===== src/hdl/dss_defines.vh =====
// Constants for the dual-slope phase sequencer host controller.
// Assumes a 250 MHz system clock; included by bare name.
// Operation
// - Host drives both select pins from registers, steady through each phase.
// - Host treats comparator falling edge in deintegrate as conversion complete.
// - Host samples comparator at end of integrate and keeps it as sign.
// - Host ignores comparator level during auto-zero.
// - Integrator-clear phase length is set by the comparator, not fixed.
// - Integrate time is a whole multiple of the line period, e.g. 66 ms.
// - Deintegrate begins immediately when the integrate period expires.
// - Host ends deintegrate as soon as the zero crossing is seen.
// - Deintegrate count limit is twice the integrate count length.
// - Host reacts to the deintegrate falling edge with minimal latency.
// - Host ends integrator clear as soon as the comparator returns high.
// - Comparator is observed on an input and timed against host timer.
// - Comparator level is also read as a plain input for sign and clear.
// - Codes: integrate A=1,B=0; deintegrate A=1,B=1; timer runs to falling edge.
// - Codes: clear A=0,B=0; auto-zero A=0,B=1; auto-zero follows clear.
// - Each conversion runs auto-zero, integrate, deintegrate, clear in order.
// - Auto-zero is the idle state between conversions.
`ifndef DSS_DEFINES_VH
`define DSS_DEFINES_VH

`define DSS_CLK_MHZ        250
`define DSS_TINT_MS        66
`define DSS_TINT_CYCLES    (`DSS_TINT_MS * 1000 * `DSS_CLK_MHZ)
`define DSS_CMP_DELAY_US   2
`define DSS_CMP_DELAY_CYC  (`DSS_CMP_DELAY_US * `DSS_CLK_MHZ)
`define DSS_TICK_DIV       250
`define DSS_CNT_W          32
`define DSS_DIV_W          16
`define DSS_AB_INTEGRATE   2'h2
`define DSS_AB_DEINTEGRATE 2'h3
`define DSS_AB_CLEAR       2'h0
`define DSS_AB_OFFSET_NULL 2'h1

`endif


===== src/hdl/dss_tick_div.v =====
// One-cycle count enable divider for the sequencer's timers.
// Assumes a single system clock and synchronous active-high reset.
`timescale 1ns/1ps
`include "dss_defines.vh"

module dss_tick_div (
    CLK,
    SYS_RST,
    DIVISOR,
    TICK
);
    input  wire                  CLK;
    input  wire                  SYS_RST;
    input  wire [`DSS_DIV_W-1:0] DIVISOR;
    output reg                   TICK;

    reg [`DSS_DIV_W-1:0] count;

    always @(posedge CLK) begin
        if (SYS_RST) begin
            count <= {`DSS_DIV_W{1'b0}};
            TICK  <= 1'b0;
        end else if (count + 16'h0001 >= DIVISOR) begin
            count <= {`DSS_DIV_W{1'b0}};
            TICK  <= 1'b1;
        end else begin
            count <= count + 16'h0001;
            TICK  <= 1'b0;
        end
    end
endmodule // dss_tick_div


===== src/hdl/dss_sequencer.v =====
// Host-side sequencer stepping a dual-slope front end through its four phases.
// Assumes the comparator pin is asynchronous; the phase pins go straight to the device.
`timescale 1ns/1ps
`include "dss_defines.vh"

module dss_sequencer #(
    parameter [`DSS_CNT_W-1:0] TINT_CYCLES = `DSS_TINT_CYCLES
) (
    input  wire                  CLK,
    input  wire                  SYS_RST,
    input  wire                  START,
    input  wire                  ZERO_CROSS_OUT,
    output reg                   PHASE_A,
    output reg                   PHASE_B,
    output wire                  BUSY,
    output reg                   DONE,
    output reg  [`DSS_CNT_W-1:0] RESULT,
    output reg                   SIGN,
    output reg                   OVERRANGE
);

    ////////////////////////////////////////////////////////////////////////////
    localparam [5:0] ST_POWERUP   = 6'h01;
    localparam [5:0] ST_IDLE      = 6'h02;
    localparam [5:0] ST_AUTOZERO  = 6'h04;
    localparam [5:0] ST_INTEGRATE = 6'h08;
    localparam [5:0] ST_DEINT     = 6'h10;
    localparam [5:0] ST_CLEAR     = 6'h20;

    localparam [`DSS_CNT_W-1:0] ONE = 32'h00000001;

    // Phase code for a state
    function [1:0] phase_code;
        input [5:0] st;
        begin
            case (st)
                ST_INTEGRATE: phase_code = `DSS_AB_INTEGRATE;
                ST_DEINT:     phase_code = `DSS_AB_DEINTEGRATE;
                ST_CLEAR:     phase_code = `DSS_AB_CLEAR;
                default:      phase_code = `DSS_AB_OFFSET_NULL;
            endcase
        end
    endfunction

    reg  [5:0]            state;
    reg  [5:0]            next_state;
    reg  [`DSS_CNT_W-1:0] timer;
    reg                   cmp_meta;
    reg                   cmp_sync;
    reg                   cmp_prev;
    wire                  cmp_fall;
    wire                  tick;
    wire [1:0]            next_ab;
    wire                  int_end;
    wire                  deint_limit;

    ////////////////////////////////////////////////////////////////////////////
    // Comparator pin synchroniser and edge detect
    always @(posedge CLK) begin
        if (SYS_RST) begin
            cmp_meta <= 1'b0;
            cmp_sync <= 1'b0;
            cmp_prev <= 1'b0;
        end else begin
            cmp_meta <= ZERO_CROSS_OUT;
            cmp_sync <= cmp_meta;
            cmp_prev <= cmp_sync;
        end
    end

    assign cmp_fall = cmp_prev & ~cmp_sync;

    // Unit tick fixed at one clock so the count resolves to the cycle
    dss_tick_div u_tick (
        .CLK     (CLK),
        .SYS_RST (SYS_RST),
        .DIVISOR (16'h0001),
        .TICK    (tick)
    );

    assign int_end     = (timer + ONE >= TINT_CYCLES);
    assign deint_limit = (timer + ONE >= {TINT_CYCLES[`DSS_CNT_W-2:0], 1'b0});

    ////////////////////////////////////////////////////////////////////////////
    // Phase sequence
    always @* begin
        next_state = state;
        case (state)
            ST_POWERUP:   if (tick && int_end) next_state = ST_IDLE;
            ST_IDLE:      if (START) next_state = ST_AUTOZERO;
            ST_AUTOZERO:  if (tick && int_end) next_state = ST_INTEGRATE;
            ST_INTEGRATE: if (tick && int_end) next_state = ST_DEINT;
            ST_DEINT: begin
                if (cmp_fall) begin
                    next_state = ST_CLEAR;
                end else if (tick && deint_limit) begin
                    next_state = ST_CLEAR;
                end
            end
            ST_CLEAR:     if (cmp_sync) next_state = ST_IDLE;
            default:      next_state = ST_POWERUP;
        endcase
    end

    assign next_ab = phase_code(next_state);
    assign BUSY    = (state != ST_IDLE) && (state != ST_POWERUP);

    ////////////////////////////////////////////////////////////////////////////
    // Pins, timer and result registers
    always @(posedge CLK) begin
        if (SYS_RST) begin
            state     <= ST_POWERUP;
            PHASE_A   <= 1'b0;
            PHASE_B   <= 1'b1;
            timer     <= {`DSS_CNT_W{1'b0}};
            DONE      <= 1'b0;
            RESULT    <= {`DSS_CNT_W{1'b0}};
            SIGN      <= 1'b0;
            OVERRANGE <= 1'b0;
        end else begin
            state   <= next_state;
            PHASE_A <= next_ab[1];
            PHASE_B <= next_ab[0];
            DONE    <= 1'b0;
            if (next_state != state) begin
                timer <= {`DSS_CNT_W{1'b0}};
            end else if (tick) begin
                timer <= timer + ONE;
            end
            // Sign taken at the last integrate cycle only, never early
            if (state == ST_INTEGRATE && next_state == ST_DEINT) begin
                SIGN <= cmp_sync;
            end
            if (state == ST_DEINT && next_state == ST_CLEAR) begin
                RESULT    <= timer + ONE;
                OVERRANGE <= ~cmp_fall;
            end
            // Clear length follows the comparator; auto-zero level is unused
            if (state == ST_CLEAR && next_state == ST_IDLE) begin
                DONE <= 1'b1;
            end
        end
    end
endmodule // dss_sequencer


===== config.mk =====
export PLATFORM = sky130hd
export DESIGN_NAME = dss_sequencer
export DESIGN_NICKNAME = d
export VERILOG_FILES = /design/src/hdl/dss_tick_div.v /design/src/hdl/dss_sequencer.v
export VERILOG_INCLUDE_DIRS = /design/src /design/src/hdl
export SDC_FILE = /design/constraint.sdc
export NUM_CORES = 1
export LEC_CHECK = 0
export ABC_AREA = 1
export BUFFER_PORTS_ARGS = -buffer_cell sky130_fd_sc_hd__buf_4
export CORE_MARGIN = 5
export CORE_UTILIZATION = 45
export DETAILED_ROUTE_END_ITERATION = 12
export GPL_TIMING_DRIVEN = 0
export PLACE_DENSITY_LB_ADDON = 0.25
export SLEW_MARGIN = 5
export SYNTH_ARGS = -nofsm -noshare
export SYNTH_HDL_FRONTEND = slang
export SYNTH_SLANG_ARGS = --single-unit

===== constraint.sdc =====
create_clock -name CLK -period 3.45 [get_ports CLK]
set_input_delay 0 -clock CLK [delete_from_list [all_inputs] [get_ports CLK]]
set_output_delay 0 -clock CLK [all_outputs]
set_load 0.05 [all_outputs]

; After elaboration in Yosys (flattened, before gate mapping)
; Cells that the tools add are included.
[totals]
wordCells = 53
register_bits = 95
latchBits = 0
out_inout_bits = 38
n_memories = 0
ram_bits = 0
input_bits = 4
mem_bits_ro = 0
[classes]
eq_ne = 13
n_bitwise = 3
reduce_logical = 8
order_cmp = 3
mul = 0
div_mod_pow = 0
n_mux = 11
shift = 0
n_addsub = 2
[op_table]
columns = op, n
row1 = 6-bit two-way mux, 7
row2 = 6-bit case mux with 6 select lines, 1
row3 = 32-bit by 1-bit adder with 32-bit output (second input constant), 1
row4 = 32-bit by 24-bit greater-or-equal comparator with 1-bit output (second input constant), 1
row5 = 32-bit by 25-bit greater-or-equal comparator with 1-bit output (second input constant), 1
row6 = 16-bit by 1-bit adder with 16-bit output (second input constant), 1
row7 = 16-bit by 1-bit greater-or-equal comparator with 1-bit output (second input constant), 1
row8 = 6-bit by 2-bit == test with 1-bit output (second input constant), 2
row9 = 6-bit by 4-bit == test with 1-bit output (second input constant), 2
row10 = 6-bit by 5-bit == test with 1-bit output (second input constant), 2
row11 = 6-bit == test (second input constant), 2
row12 = 6-bit by 1-bit == test with 1-bit output (second input constant), 1
row13 = 6-bit by 3-bit == test with 1-bit output (second input constant), 1
row14 = 1-bit logical AND, 6
row15 = 6-bit by 1-bit != test with 1-bit output (second input constant), 1
row16 = 6-bit by 2-bit != test with 1-bit output (second input constant), 1
row17 = 6-bit != test, 1
row18 = 2-bit case mux with 3 select lines, 1
row19 = 2-bit OR reduction, 2
row20 = 1-bit two-way mux, 2
row21 = 1-bit NOT, 2
row22 = 1-bit bitwise AND, 1

; Depth between registers and ports, before layout
; Gate-level depths: netlist of run 1.
[logic_depth]
depth_word = 9
depth_mapped = 23
mapped_depth_nobuf = 22

; Hierarchy
; From an unflattened synthesis of run 1, not the netlist that was laid out.
[hier_totals]
hier_cells = 840
area_unflattened_um2 = 5571.6
[modules_own_cells]
columns = module, seq_area_each_um2, instances, cells_each, area_per_inst_um2
row1 = dss_sequencer, 1561.5, 1, 650, 4246.6
row2 = dss_tick_div, 340.3, 1, 190, 1325.0

; Worst setup path before layout of run 1
; OpenSTA, ideal clock, no wires.
[synth_timing]
path_kind = reg2reg
start = register timer[0]
end = register timer[10]
n_path_buf = 1
stages_incl_launch_ff = 18
setup_time_ns = 0.124
period_less_slack_ns = 2.516
required_ns = 3.326
path_slack_ns = 0.934
arrival_ns = 2.392
cell_sequence = dfxtp_1 ha_1 nand2_2 nor2_8 nand2_2 nor2_1 xor2_1 nand2_1 nor3_2 nand3_2 nand2_2 nand3_2 nand2_1 xor2_1 nor2_2 nand2_4 buf_12 nor2_4
[synth_between]
elab_chain_cells = 8
elab_cells_between_ends = 13
classes_between = add/sub (1) / order compare (2) / eq/ne (1) / mux (6) / reduce/logical (3)
[synth_rtl]
columns = element, line
row1 = start: declaration, dss_sequencer.v:47  ; reg [`DSS_CNT_W-1:0] timer;
row2 = start signal: assignment, dss_sequencer.v:115  ; timer <= {`DSS_CNT_W{1'b0}};
row3 = start signal: assignment, dss_sequencer.v:126  ; timer <= {`DSS_CNT_W{1'b0}};
row4 = start signal: assignment, dss_sequencer.v:128  ; timer <= timer + ONE;
row5 = 32-bit by 1-bit adder with 32-bit output *, "dss_sequencer.v:81, dss_sequencer.v:82, dss_sequencer.v:128"
row6 = 32-bit by 25-bit greater-or-equal comparator with 1-bit output, dss_sequencer.v:82  ; assign deint_limit = (timer + ONE >= {TINT_CYCLES[`DSS_CNT_W-2:0], 1'b0});
row7 = 1-bit logical AND, dss_sequencer.v:96  ; end else if (tick && deint_limit) begin
row8 = 6-bit two-way mux, dss_sequencer.v:96
row9 = 6-bit two-way mux, dss_sequencer.v:94  ; if (cmp_fall) begin
row10 = 6-bit case mux with 6 select lines, dss_sequencer.v:88  ; case (state)
row11 = 6-bit != test, dss_sequencer.v:125  ; if (next_state != state) begin
row12 = 2-bit OR reduction (no line), --
; Mark *: on every way between the ends. The rest lies on a longest branch, timed or not.
; A chain may end at the register's enable or synchronous reset.

; Final worst setup path of run 1
[layout_timing]
start = register timer[0]
end = register timer[25]
; The elaborated chain is that of the path after synthesis.

==> run_results.csv, run 1 <==
group,metric,value,unit
die,chipHeight,118,um
clock_tree,clkSinkCount,95,
synthesis,synthTopCellsByCount,"180 x nand2_1, 104 x nor2_1, 95 x dfxtp_1",
critical_path,crit_end,"timer[25]",
critical_path,cp-startpoint,"timer[0]",
synthesis,ys_async_sr_fraction,0,
final_layout,fin_cells,955,
final_layout,syn_to_final_growth,16.40,%
critical_path,r2r_start,"timer[0]",
final_layout,nNetsFinal,814,
critical_path,critPathMaxFanout,10,
power_and_ir_drop,netSwitchingPower,1.153,mW
sta,min_period_over_period,0.9052,
power_and_ir_drop,internal-power,2.045,mW
critical_path,cp_data_arrival_time,3410,ps
critical_path,reg2reg_setup_slack,330,ps
final_layout,num-fill-cells,1108,
sta,fin_skew,9.304,ps
synthesis,netlist_top_cells_area,"dfxtp_1 36%, nand2_1 13%, nor2_4 7.5%, nor2_1 7.4%, inv_1 5.9%",
clock_tree,cts_htree_levels,3,
drt,drtIter0Drc,349,
synthesis,yosysMostFrequentCell,"nand2_1",
critical_path,reg2reg_to,"timer[25]",
clock_tree,cts-buffers-inserted,9,
grt,grt_antenna_before_repair,0,
drt,drc,0,
drt,via_per_inst,5.066,
sta,drv_slew,0,
synthesis,syn-cell-area,0.005249,mm2
synthesis,synth-seq-cells,95,
sta,setup-violations-final,0,
power_and_ir_drop,ir_worst_vdd,0.2809,mV
sta,tightestPinTransition,783.0,ps
sta,period_needed,3123,ps
die,start_util,0.4597,
sta,max_slew_margin,0.4732,
drt,vias,4838,
clock_tree,clk_pin_slew,70,ps
clock_tree,clock_path_buffers,2,
placement,placedCellCount,936,
grt,top_usage_layer,"met2",
synthesis,syn_area_per_cell,7.103,um2
power_and_ir_drop,leakagePower,2.710,nW
synthesis,synth_edf_count,0,
flow_run,drv_cap,0,
hold_path,hold_class,"input port to flop",
critical_path,path_depth,20,
die,die_x,118,um
die,die-area,0.01392,mm2
die,ios,42,
die,core-area,0.01142,mm2
drt,post_drt_wl_per_cell,14.22,um
grt,met2_usage,0.3119,
final_layout,multi_input_area,0.002939,mm2
power_and_ir_drop,seq_power_share,0.400,
critical_path,reg2regPathDepth,20,
power_and_ir_drop,p_comb_frac,0.283,
final_layout,regArea,0.001902,mm2
final_layout,diodes,0,
synthesis,yosysSeqAreaShare,0.3623,
grt,grt_overflow,0,
drt,antenna_left,0,
grt,grt_pass1_vias,4589,
critical_path,crit_buf_inv,1,
placement,gp_congestion,0.9038,
grt,grt_pass1_wl,22.74,mm
synthesis,yosys_most_used_dff,"dfxtp_1",
synthesis,synth_warnings,0,
power_and_ir_drop,power_density,523.5,mW/mm2
grt,grt_max_degree,17,
synthesis,synth_cell_types,40,
grt,gr-usage-met3,0.03123,
synthesis,synth_cells,739,
final_layout,drive_gt1_frac,0.1823,
clock_tree,clockRootBuffer,"clkbuf_16",
clock_tree,cts_tree,"built",
sta,grt_setup_unrepaired,"false",
run_status,status,"finished, final reports clean",
critical_path,crit_path_cell_trace,"ha_1 -> nand3_1 -> nor2_1 -> nand2_1 -> xor2_1 -> nand2_1 -> nand2_1 -> nand2_1 -> nand2_1 -> nand2_1 -> nand3_1 -> nand2_1 -> nand2_2 -> nand2_2 -> nand2_4 -> nand3_1 -> nor2_2 -> nand2_4 -> buf_12 -> nor2_4",
critical_path,crit_top_cell,"nand2_1",
critical_path,cp_top_family,"simple AND/OR/NAND/NOR gates",
critical_path,start_kind,"flop",
sta,hold_viol,0,
grt,track_usage,0.1982,
critical_path,end_kind,"flop",
critical_path,required,3730,ps
placement,port_buffers,41,
power_and_ir_drop,clockPowerShare,0.317,
synthesis,yosysTopAreaCell,"dfxtp_1",
drt,routed_wl,13.58,mm
sta,setup_tns,0,ps
clock_tree,clk_latency,350,ps
power_and_ir_drop,swShare,0.3605,
critical_path,criticalPathCategory,"flop to flop",
grt,grtUsageMet1,0.2776,
sta,max_clock_freq,320.2,MHz
drt,first_pass_iters,7,
critical_path,cpPeakStageDelay,420,ps
placement,dp_hpwl,10.54,mm
critical_path,slowest_stage,"dfxtp_1",
synthesis,synth_top_area_frac,0.3623,
die,rows,39,
[cells by family after synthesis]
kind of cell               share of synthesized area
buffers and inverters                        0.08701
xor gates and xnor gates                     0.02479
and+or+nand+nor                               0.4045
AOI/OAI and AO/OA                             0.1058
other                                      0.0007145
DFF                                           0.3623
muxes                                       0.007628
adders and majority gates                   0.007152
[routing by layer]
layer  vias up  share of wire
li1       2458              -
met1      2227           0.47
met2       133           0.45
met3        20          0.055
met4         0          0.018
met5         -              0
[what timing repair did]
item | 4_1_cts | 5_1_grt
hold buffers | 3 | 0
endpoints found under the setup margin | 0 | 0
resized for setup | 0 | 0
buffers inserted | 0 | 0
hold endpoints to repair | 4 | 0
[layout by cell type (no fill, tap or decap), types with 3 or more instances in the layout]
cell / count
a211oi_1: 10
a21oi_1: 26
buf_1: 3
buf_12: 3
buf_2: 5
buf_4: 42
clkbuf_1: 8
clkbuf_16: 9
conb_1: 14
dfxtp_1: 95
dlygate4sd3_1: 3
ha_1: 3
inv_1: 82
inv_2: 5
mux2i_1: 4
nand2_1: 180
nand2_2: 16
nand2_4: 5
nand3_1: 34
nand3_2: 6
nand3b_1: 4
nand4_1: 5
nor2_1: 104
nor2_2: 8
nor2_4: 35
nor2_8: 4
nor3_1: 5
nor4_1: 7
o21ai_0: 56
xnor2_1: 3
xor2_1: 10
[cell type report]
cell class	instances	area share
multi-input combinational	551	0.4811
inverter	87	0.05345
clock inverter	6	0.01085
sequential	95	0.3113
timing repair buffer	44	0.05529
tap	143	0.02929
buffer	19	0.02130
clock buffer	10	0.03748
[worst reg2reg max path: stages (launching register included)]
cell     delay, ps
dfxtp_1        420
ha_1           260
nand3_1        230
nor2_1         190
nand2_1         80
xor2_1         420
nand2_1        120
nand2_1         90
nand2_1         60
nand2_1         50
nand2_1         70
nand3_1         70
nand2_1         70
nand2_2        100
nand2_2         70
nand2_4        110
nand3_1        110
nor2_2         140
nand2_4        120
buf_12         190
nor2_4          80
[power groups by stage]
| stage | sequential, mW | clock (mW) | combinational, mW |
|---|---|---|---|
| floorplan | 1.27 | 0 | 0.742 |
| global placement | 1.30 | 0 | 0.884 |
| detailed placement | 1.30 | 0 | 0.900 |
| CTS | 1.28 | 1.03 | 0.909 |
| global route | 1.29 | 1.08 | 0.995 |
| finish | 1.28 | 1.01 | 0.904 |
[per-stage QoR]
| step | hold slack [ps] | area [um2] | worst slack [ps] | total power, mW | utilization |
|---|---|---|---|---|---|
| 4_1_cts | 388.5 | 6110 | 361.8 | 3.214 | 0.5351 |
| 6_report | 399.3 | 6110 | 326.9 | 3.199 | 0.5351 |
| 2_1_floorplan | 78.47 | 5298 | 933.8 | 2.015 | - |
| 3_3_place_gp | 198.1 | 5784 | 411.5 | 2.181 | 0.5066 |
| 3_5_place_dp | 206.7 | 5784 | 412.0 | 2.201 | 0.5066 |
| 5_1_grt | 409.0 | 6110 | 46.19 | 3.361 | 0.5351 |
[flip-flops by register name, indices dropped and copies added (netlist names)]
register,flops
RESULT,32
cmp_meta,1
SIGN,1
timer,32
OVERRANGE,1
u_tick.count,16
PHASE_A,1
DONE,1
u_tick.TICK,1
state,6
PHASE_B,1
cmp_prev,1
cmp_sync,1
[worst min path at each step]
stage	from	endpoint	slack, ps	cells past startpoint
finish	ZERO_CROSS_OUT	cmp_meta	400	4
global route	SYS_RST	OVERRANGE	410	3
CTS	ZERO_CROSS_OUT	cmp_meta	390	4
detailed placement	ZERO_CROSS_OUT	cmp_meta	210	3
global placement	SYS_RST	OVERRANGE	200	2
floorplan	SYS_RST	OVERRANGE	80	1
Note: power is estimated with default switching activity, not from simulation.
==> run 2, diff against run 1 <==
--- a/config.mk
+++ b/config.mk
@@ -6,10 +6,9 @@
 export SDC_FILE = /design/constraint.sdc
 export NUM_CORES = 1
 export LEC_CHECK = 0
-export ABC_AREA = 1
 export BUFFER_PORTS_ARGS = -buffer_cell sky130_fd_sc_hd__buf_4
 export CORE_MARGIN = 5
-export CORE_UTILIZATION = 45
+export CORE_UTILIZATION = 50
 export DETAILED_ROUTE_END_ITERATION = 12
 export GPL_TIMING_DRIVEN = 0
 export PLACE_DENSITY_LB_ADDON = 0.25
==> run 2 against run 1 <==
Net effect: sequential share of layout area is 1.6 points lower; power down 40%; clock-buffer cell count rose by 1; sequential power decreased by 12%; register-to-register slack lost 260 ps.
==> run_results.csv, run 2 <==
group,metric,value,unit
power_and_ir_drop,leakagePower,2.438,nW
placement,port_buffers,41,
final_layout,syn_to_final_growth,25.33,%
synthesis,yosysMostFrequentCell,"nor2_1",
synthesis,yosysTopAreaCell,"dfxtp_1",
placement,dp_worst_setup_slack,-735.5,ps
hold_path,hp-start,"SYS_RST",
clock_tree,cts_htree_levels,3,
final_layout,layout_common_cells,"99 x nor2_1, 93 x dfxtp_1, 74 x buf_4",
sta,max_clock_freq,295.2,MHz
drt,via_per_inst,5.741,
hold_path,hold_class,"input port to flop",
synthesis,yosys.area_share.simple,0.2958,
die,start_util,0.5059,
run_status,status,"finished, final reports clean",
power_and_ir_drop,ir_worst_vdd,0.2430,mV
die,ios,42,
final_layout,layout_commonest_cell,"nor2_1",
placement,dp_hpwl,9.961,mm
synthesis,syn-cell-area,0.005152,mm2
synthesis,synth_top_family_by_area,"simple AND/OR/NAND/NOR gates",
power_and_ir_drop,p_total,1.929,mW
synthesis,syn_area_per_cell,8.191,um2
power_and_ir_drop,power_density,298.6,mW/mm2
grt,gr-usage-met3,0.03913,
synthesis,netlist_top_cells_area,"dfxtp_1 37%, nor2_1 7.4%, xnor2_1 6.6%, xor2_1 5.3%, nand2_1 3.8%",
clock_tree,cts-buffers-inserted,9,
grt,grt_antenna_before_repair,0,
drt,first_pass_iters,5,
clock_tree,clk_pin_slew,100,ps
flow_run,drv_cap,0,
grt,top_usage_layer,"met2",
synthesis,synth_warnings,0,
final_layout,fin_cells,864,
grt,grt_pass1_vias,4597,
critical_path,reg2reg_setup_slack,60,ps
grt,grt_overflow,0,
synthesis,yosys_most_used_dff,"dfxtp_1",
sta,max_slew_margin,0.3377,
grt,grt_max_degree,16,
hold_path,min_to,"RESULT[20]",
synthesis,synth_fa_ha_area_frac,0.007285,
sta,hold_viol,0,
synthesis,synth_top_area_frac,0.3691,
hold_path,min_path_cells,3,
synthesis,synth_cells,629,
drt,post_drt_wl_per_cell,16.47,um
critical_path,critPathMaxFanout,10,
die,chipHeight,111.5,um
drt,drc,0,
die,rows,37,
die,die-area,0.01243,mm2
final_layout,utilization,0.6340,
synthesis,synth_compound_area_frac,0.1430,
placement,gp_congestion,0.9142,
drt,routed_wl,14.23,mm
placement,placedCellCount,819,
critical_path,r2r_start,"timer[4]",
clock_tree,clock_path_buffers,2,
grt,track_usage,0.2211,
sta,setup-violations-final,0,
critical_path,reg2regPathDepth,15,
critical_path,start_kind,"flop",
synthesis,synth_edf_count,0,
drt,antenna_left,0,
grt,grtUsageMet1,0.2886,
synthesis,ys_async_sr_fraction,0,
synthesis,synth-seq-cells,95,
sta,min_period_over_period,0.9818,
sta,holdWs,189.4,ps
drt,drtIter0Drc,402,
grt,grt_pass1_wl,22.76,mm
sta,fin_skew,18.32,ps
sta,layout_setup_ws,62.71,ps
clock_tree,clockRootBuffer,"clkbuf_8",
critical_path,reg2reg_to,"RESULT[1]",
die,die_x,111.5,um
drt,vias,4960,
clock_tree,clk_latency,380,ps
synthesis,synth_xor_area_frac,0.1190,
critical_path,required,3680,ps
clock_tree,clkSinkCount,95,
critical_path,cp_data_arrival_time,3610,ps
sta,tightestPinTransition,993.5,ps
final_layout,largestRegisters,"RESULT (32), timer (32), u_tick.count (16)",
sta,period_needed,3387,ps
die,core-area,0.01018,mm2
grt,met2_usage,0.3663,
final_layout,nNetsFinal,730,
final_layout,drive_gt1_frac,0.2404,
critical_path,criticalPathCategory,"flop to flop",
synthesis,yosysSeqAreaShare,0.3691,
final_layout,diodes,0,
synthesis,synth_cell_types,68,
clock_tree,cts_tree,"built",
sta,drv_slew,0,
synthesis,synthTopCellsByCount,"101 x nor2_1, 95 x dfxtp_1, 52 x nand2_1",
synthesis,synth.area.mux_share,0.01166,
critical_path,end_kind,"flop",
-- run 2: cell count changes after synthesis, moves of 17 or more --
cell and delta:
xor2_1 +21, and3_1 +17, inv_1 -73, nor3_1 +17, nor2_4 -35, o21ai_0 -38
xnor2_1 +36, nand2_1 -128
-- run 2: cell families (layout without fill, tap and decap cells) --
family | Yosys count | in the layout
AOI/OAI and AO/OA | 103 | 103
xor gates and xnor gates | 70 | 70
adders and majority gates | 3 | 3
buffers and inverters | 55 | 141
DFF | 95 | 95
muxes | 6 | 6
other | 1 | 14
and+or+nand+nor | 296 | 296
-- run 2: how the worst max path moves through the flow --
stage / from / endpoint / cells past startpoint
2_1_floorplan: timer[1] / RESULT[0] / 14
3_3_place_gp: timer[1] / timer[7] / 14
3_5_place_dp: timer[1] / timer[10] / 14
4_1_cts: timer[11] / timer[9] / 14
5_1_grt: timer[7] / RESULT[1] / 15
6_report: timer[4] / RESULT[1] / 15
-- run 2: final cells by class --
| type | instances | area [um2] |
|---|---|---|
| fill | 880 | 3727 |
| multi-input combinational | 492 | 3342 |
| sequential | 95 | 1907 |
| timing repair buffer | 71 | 549.3 |
| buffer | 45 | 290.3 |
| tap | 136 | 170.2 |
| clock buffer | 11 | 131.4 |
| clock inverter | 5 | 33.78 |
| inverter | 9 | 33.78 |
-- run 2: report_power, final --
part,switching (mW),internal [mW],leakage (nW),total (mW)
Combinational,0.0855,0.0460,1.58,0.132
Clock,0.400,0.263,0.0797,0.663
Sequential,0.0171,1.12,0.774,1.13
-- run 2: per-stage QoR --
step,TNS [ps],instance area (um2)
2_1_floorplan,0,5201
3_3_place_gp,-35780,5679
3_5_place_dp,-41200,5679
4_1_cts,0,6141
5_1_grt,-86.59,6457
6_report,0,6457
-- run 2: layer usage --
layer  up-vias  routed length, um
li1       2392                  -
met1      2362               6266
met2       182               6937
met3        24                800
met4         0                222
met5         -                  0
-- run 2: what timing repair did --
item	CTS	global route
gates resized for setup	40	39
setup endpoints to repair	74	65
endpoints found under the hold margin	3	0
hold buffers	2	0
setup buffers	10	18
pin swaps	9	20
-- run 2: worst max-delay path: stages (launching register included) --
cell and delay, ps:
dfxtp_1 380, buf_6 150, nand4_1 80, buf_4 170, or4_4 570, nor2_4 160
xnor2_4 120, nor4_2 310, buf_4 180, nand4_1 170, o211a_4 210, a21oi_2 180
buf_6 170, buf_8 130, mux2i_1 180, nor2_1 60
==> run 3, diff against run 2 <==
--- a/config.mk
+++ b/config.mk
@@ -11,7 +11,7 @@
 export CORE_UTILIZATION = 50
 export DETAILED_ROUTE_END_ITERATION = 12
 export GPL_TIMING_DRIVEN = 0
-export PLACE_DENSITY_LB_ADDON = 0.25
+export PLACE_DENSITY_LB_ADDON = 0.1
 export SLEW_MARGIN = 5
 export SYNTH_ARGS = -nofsm -noshare
 export SYNTH_HDL_FRONTEND = slang
==> constraint.sdc (replaced) <==
create_clock -name CLK -period 3.9 [get_ports CLK]
set_input_delay 0 -clock CLK [delete_from_list [all_inputs] [get_ports CLK]]
set_output_delay 0 -clock CLK [all_outputs]
set_load 0.05 [all_outputs]
==> run 3 against run 2 <==
Net effect: combinational power down 20%; die area unchanged; clock skew fell by 0.51 ps; global-route usage decreased by 0.73 points; via count is 3.7% lower; final area shrank 8.0%; largest cell class unchanged; highest routed layer unchanged.
==> run_results.csv, run 3 (synthesis results as in run 2) <==
group,metric,value,unit
sta,holdWs,199.8,ps
placement,port_buffers,41,
grt,grt_overflow,0,
die,start_util,0.5059,
placement,dp_hpwl,9.947,mm
power_and_ir_drop,internal-power,1.286,mW
power_and_ir_drop,leakagePower,2.184,nW
sta,fin_skew,17.82,ps
drt,via_per_inst,5.687,
final_layout,regArea,0.001903,mm2
critical_path,start_kind,"flop",
sta,drv_slew,0,
clock_tree,cts_htree_levels,3,
clock_tree,cts-buffers-inserted,9,
final_layout,nNetsFinal,707,
clock_tree,clkSinkCount,95,
drt,first_pass_iters,5,
power_and_ir_drop,netSwitchingPower,0.4257,mW
critical_path,reg2regPathDepth,14,
sta,max_slew_margin,0.4438,
sta,period_needed,3841,ps
hold_path,hold_class,"input port to flop",
critical_path,reg2reg_to,"timer[7]",
die,ios,42,
die,die_x,111.5,um
final_layout,layout_common_cells,"101 x nor2_1, 94 x dfxtp_1, 55 x buf_4",
critical_path,required,4150,ps
power_and_ir_drop,ir_worst_vdd,0.2412,mV
final_layout,drive_gt1_frac,0.1662,
final_layout,layout_commonest_cell,"nor2_1",
critical_path,end_kind,"flop",
critical_path,cp_data_arrival_time,4090,ps
placement,gp_congestion,0.9447,
grt,grt_antenna_before_repair,0,
flow_run,drv_cap,0,
critical_path,slowest_stage,"or4_4",
power_and_ir_drop,swShare,0.2487,
sta,setup-violations-final,0,
sta,grt_setup_unrepaired,"true",
die,rows,37,
critical_path,cpPeakStageDelay,580,ps
power_and_ir_drop,seq_power_share,0.587,
final_layout,num-fill-cells,988,
grt,grt_max_degree,15,
critical_path,cp-startpoint,"timer[1]",
sta,max_clock_freq,260.4,MHz
die,chipHeight,111.5,um
final_layout,fin_cells,840,
clock_tree,clockRootBuffer,"clkbuf_8",
final_layout,utilization,0.5832,
clock_tree,clk_latency,370,ps
critical_path,critPathMaxFanout,10,
final_layout,diodes,0,
final_layout,largestRegisters,"RESULT (32), timer (32), u_tick.count (16)",
clock_tree,cts_tree,"built",
power_and_ir_drop,power_density,288.2,mW/mm2
power_and_ir_drop,clockPowerShare,0.351,
placement,dp_worst_setup_slack,-191.4,ps
run_status,status,"finished, final reports clean",
die,core-area,0.01018,mm2
sta,min_period_over_period,0.9849,
final_layout,syn_to_final_growth,15.27,%
sta,setup_tns,0,ps
sta,hold_viol,0,
drt,drc,0,
grt,track_usage,0.2138,
power_and_ir_drop,p_comb_frac,0.062,
critical_path,crit_end,"timer[7]",
grt,grt_pass1_wl,21.88,mm
critical_path,r2r_start,"timer[1]",
sta,layout_setup_ws,59.07,ps
drt,antenna_left,0,
clock_tree,clock_path_buffers,2,
critical_path,reg2reg_setup_slack,60,ps
sta,tightestPinTransition,834.3,ps
drt,routed_wl,13.42,mm
die,die-area,0.01243,mm2
drt,vias,4777,
drt,post_drt_wl_per_cell,15.97,um
clock_tree,clk_pin_slew,100,ps
critical_path,criticalPathCategory,"flop to flop",
critical_path,crit_path_cell_trace,"ha_1 -> buf_4 -> nand3_4 -> buf_6 -> or4_4 -> o22ai_1 -> a21oi_1 -> or4_4 -> and2_1 -> o21ai_1 -> a21oi_1 -> o221ai_2 -> buf_4 -> nor2_1",
placement,placedCellCount,819,
grt,grt_pass1_vias,4392,
final_layout,multi_input_area,0.003052,mm2
drt,drtIter0Drc,283,
[run 3: cell count changes in the layout (fill, tap and decap cells not counted), moves of 3 or more]
cell | before | now
xnor2_4 | 3 | 0
buf_2 | 7 | 13
nand2_2 | 3 | 0
a21oi_2 | 5 | 1
a21oi_1 | 10 | 14
clkbuf_4 | 3 | 0
buf_4 | 74 | 55
xnor2_1 | 34 | 39
buf_6 | 8 | 3
a211oi_1 | 12 | 16
buf_8 | 3 | 0
a211oi_2 | 11 | 7
nand2_1 | 49 | 52
[run 3: worst min path at each step]
stage                         from       end  slack, ps  cells after the start
CTS                        SYS_RST  timer[9]        180                      5
floorplan           ZERO_CROSS_OUT  cmp_meta        130                      1
finish                     SYS_RST  timer[9]        200                      5
global placement    ZERO_CROSS_OUT  cmp_meta        210                      2
global route               SYS_RST  timer[9]        200                      5
detailed placement  ZERO_CROSS_OUT  cmp_meta        220                      2
[run 3: power groups by stage]
stage               logic (mW)  registers (mW)  clock network [mW]
detailed placement       0.102            1.03                   0
global placement         0.101            1.03                   0
finish                   0.106            1.00               0.601
global route             0.114            1.01               0.661
floorplan               0.0481            1.04                   0
CTS                      0.105            1.00               0.615
[run 3: layout make-up]
class,count,share of cell area
Clock inverter,3,0.003160
Clock buffer,12,0.02612
Timing Repair Buffer,47,0.06025
Inverter,9,0.005688
Buffer,46,0.04192
Sequential cell,95,0.3204
Multi-Input combinational cell,492,0.5138
Tap cell,136,0.02865
[run 3: what timing repair did]
item,4_1_cts,5_1_grt
hold buffers,2,0
cloned,0,0
setup endpoints to repair,40,64
buffers inserted,1,3
pin swaps,1,4
gates resized for setup,4,7
hold endpoints to repair,3,0
[run 3: per-stage QoR]
stage / area [um2] / total power, mW
after detailed placement: 5679 / 1.128
after floorplan: 5201 / 1.093
after global placement: 5679 / 1.127
after global routing: 5939 / 1.783
after CTS: 5903 / 1.724
final: 5939 / 1.712
[run 3: per-layer routing]
metal  up-vias  global-route usage  wire length (um)
met5         -                   0                 0
met4         0             0.06813               337
met3        26             0.04402               859
met2       165              0.3510              6165
met1      2249              0.2828              6054
li1       2337                   -                 -
[run 3: worst max-delay path, delay by kind of cell, from the launching register on]
family / cells / cell delay (ps)
adders and majority gates: 1 / 160
DFF: 1 / 410
buffers and inverters: 3 / 630
AOI/OAI and AO/OA: 5 / 1010
and+or+nand+nor: 5 / 1470
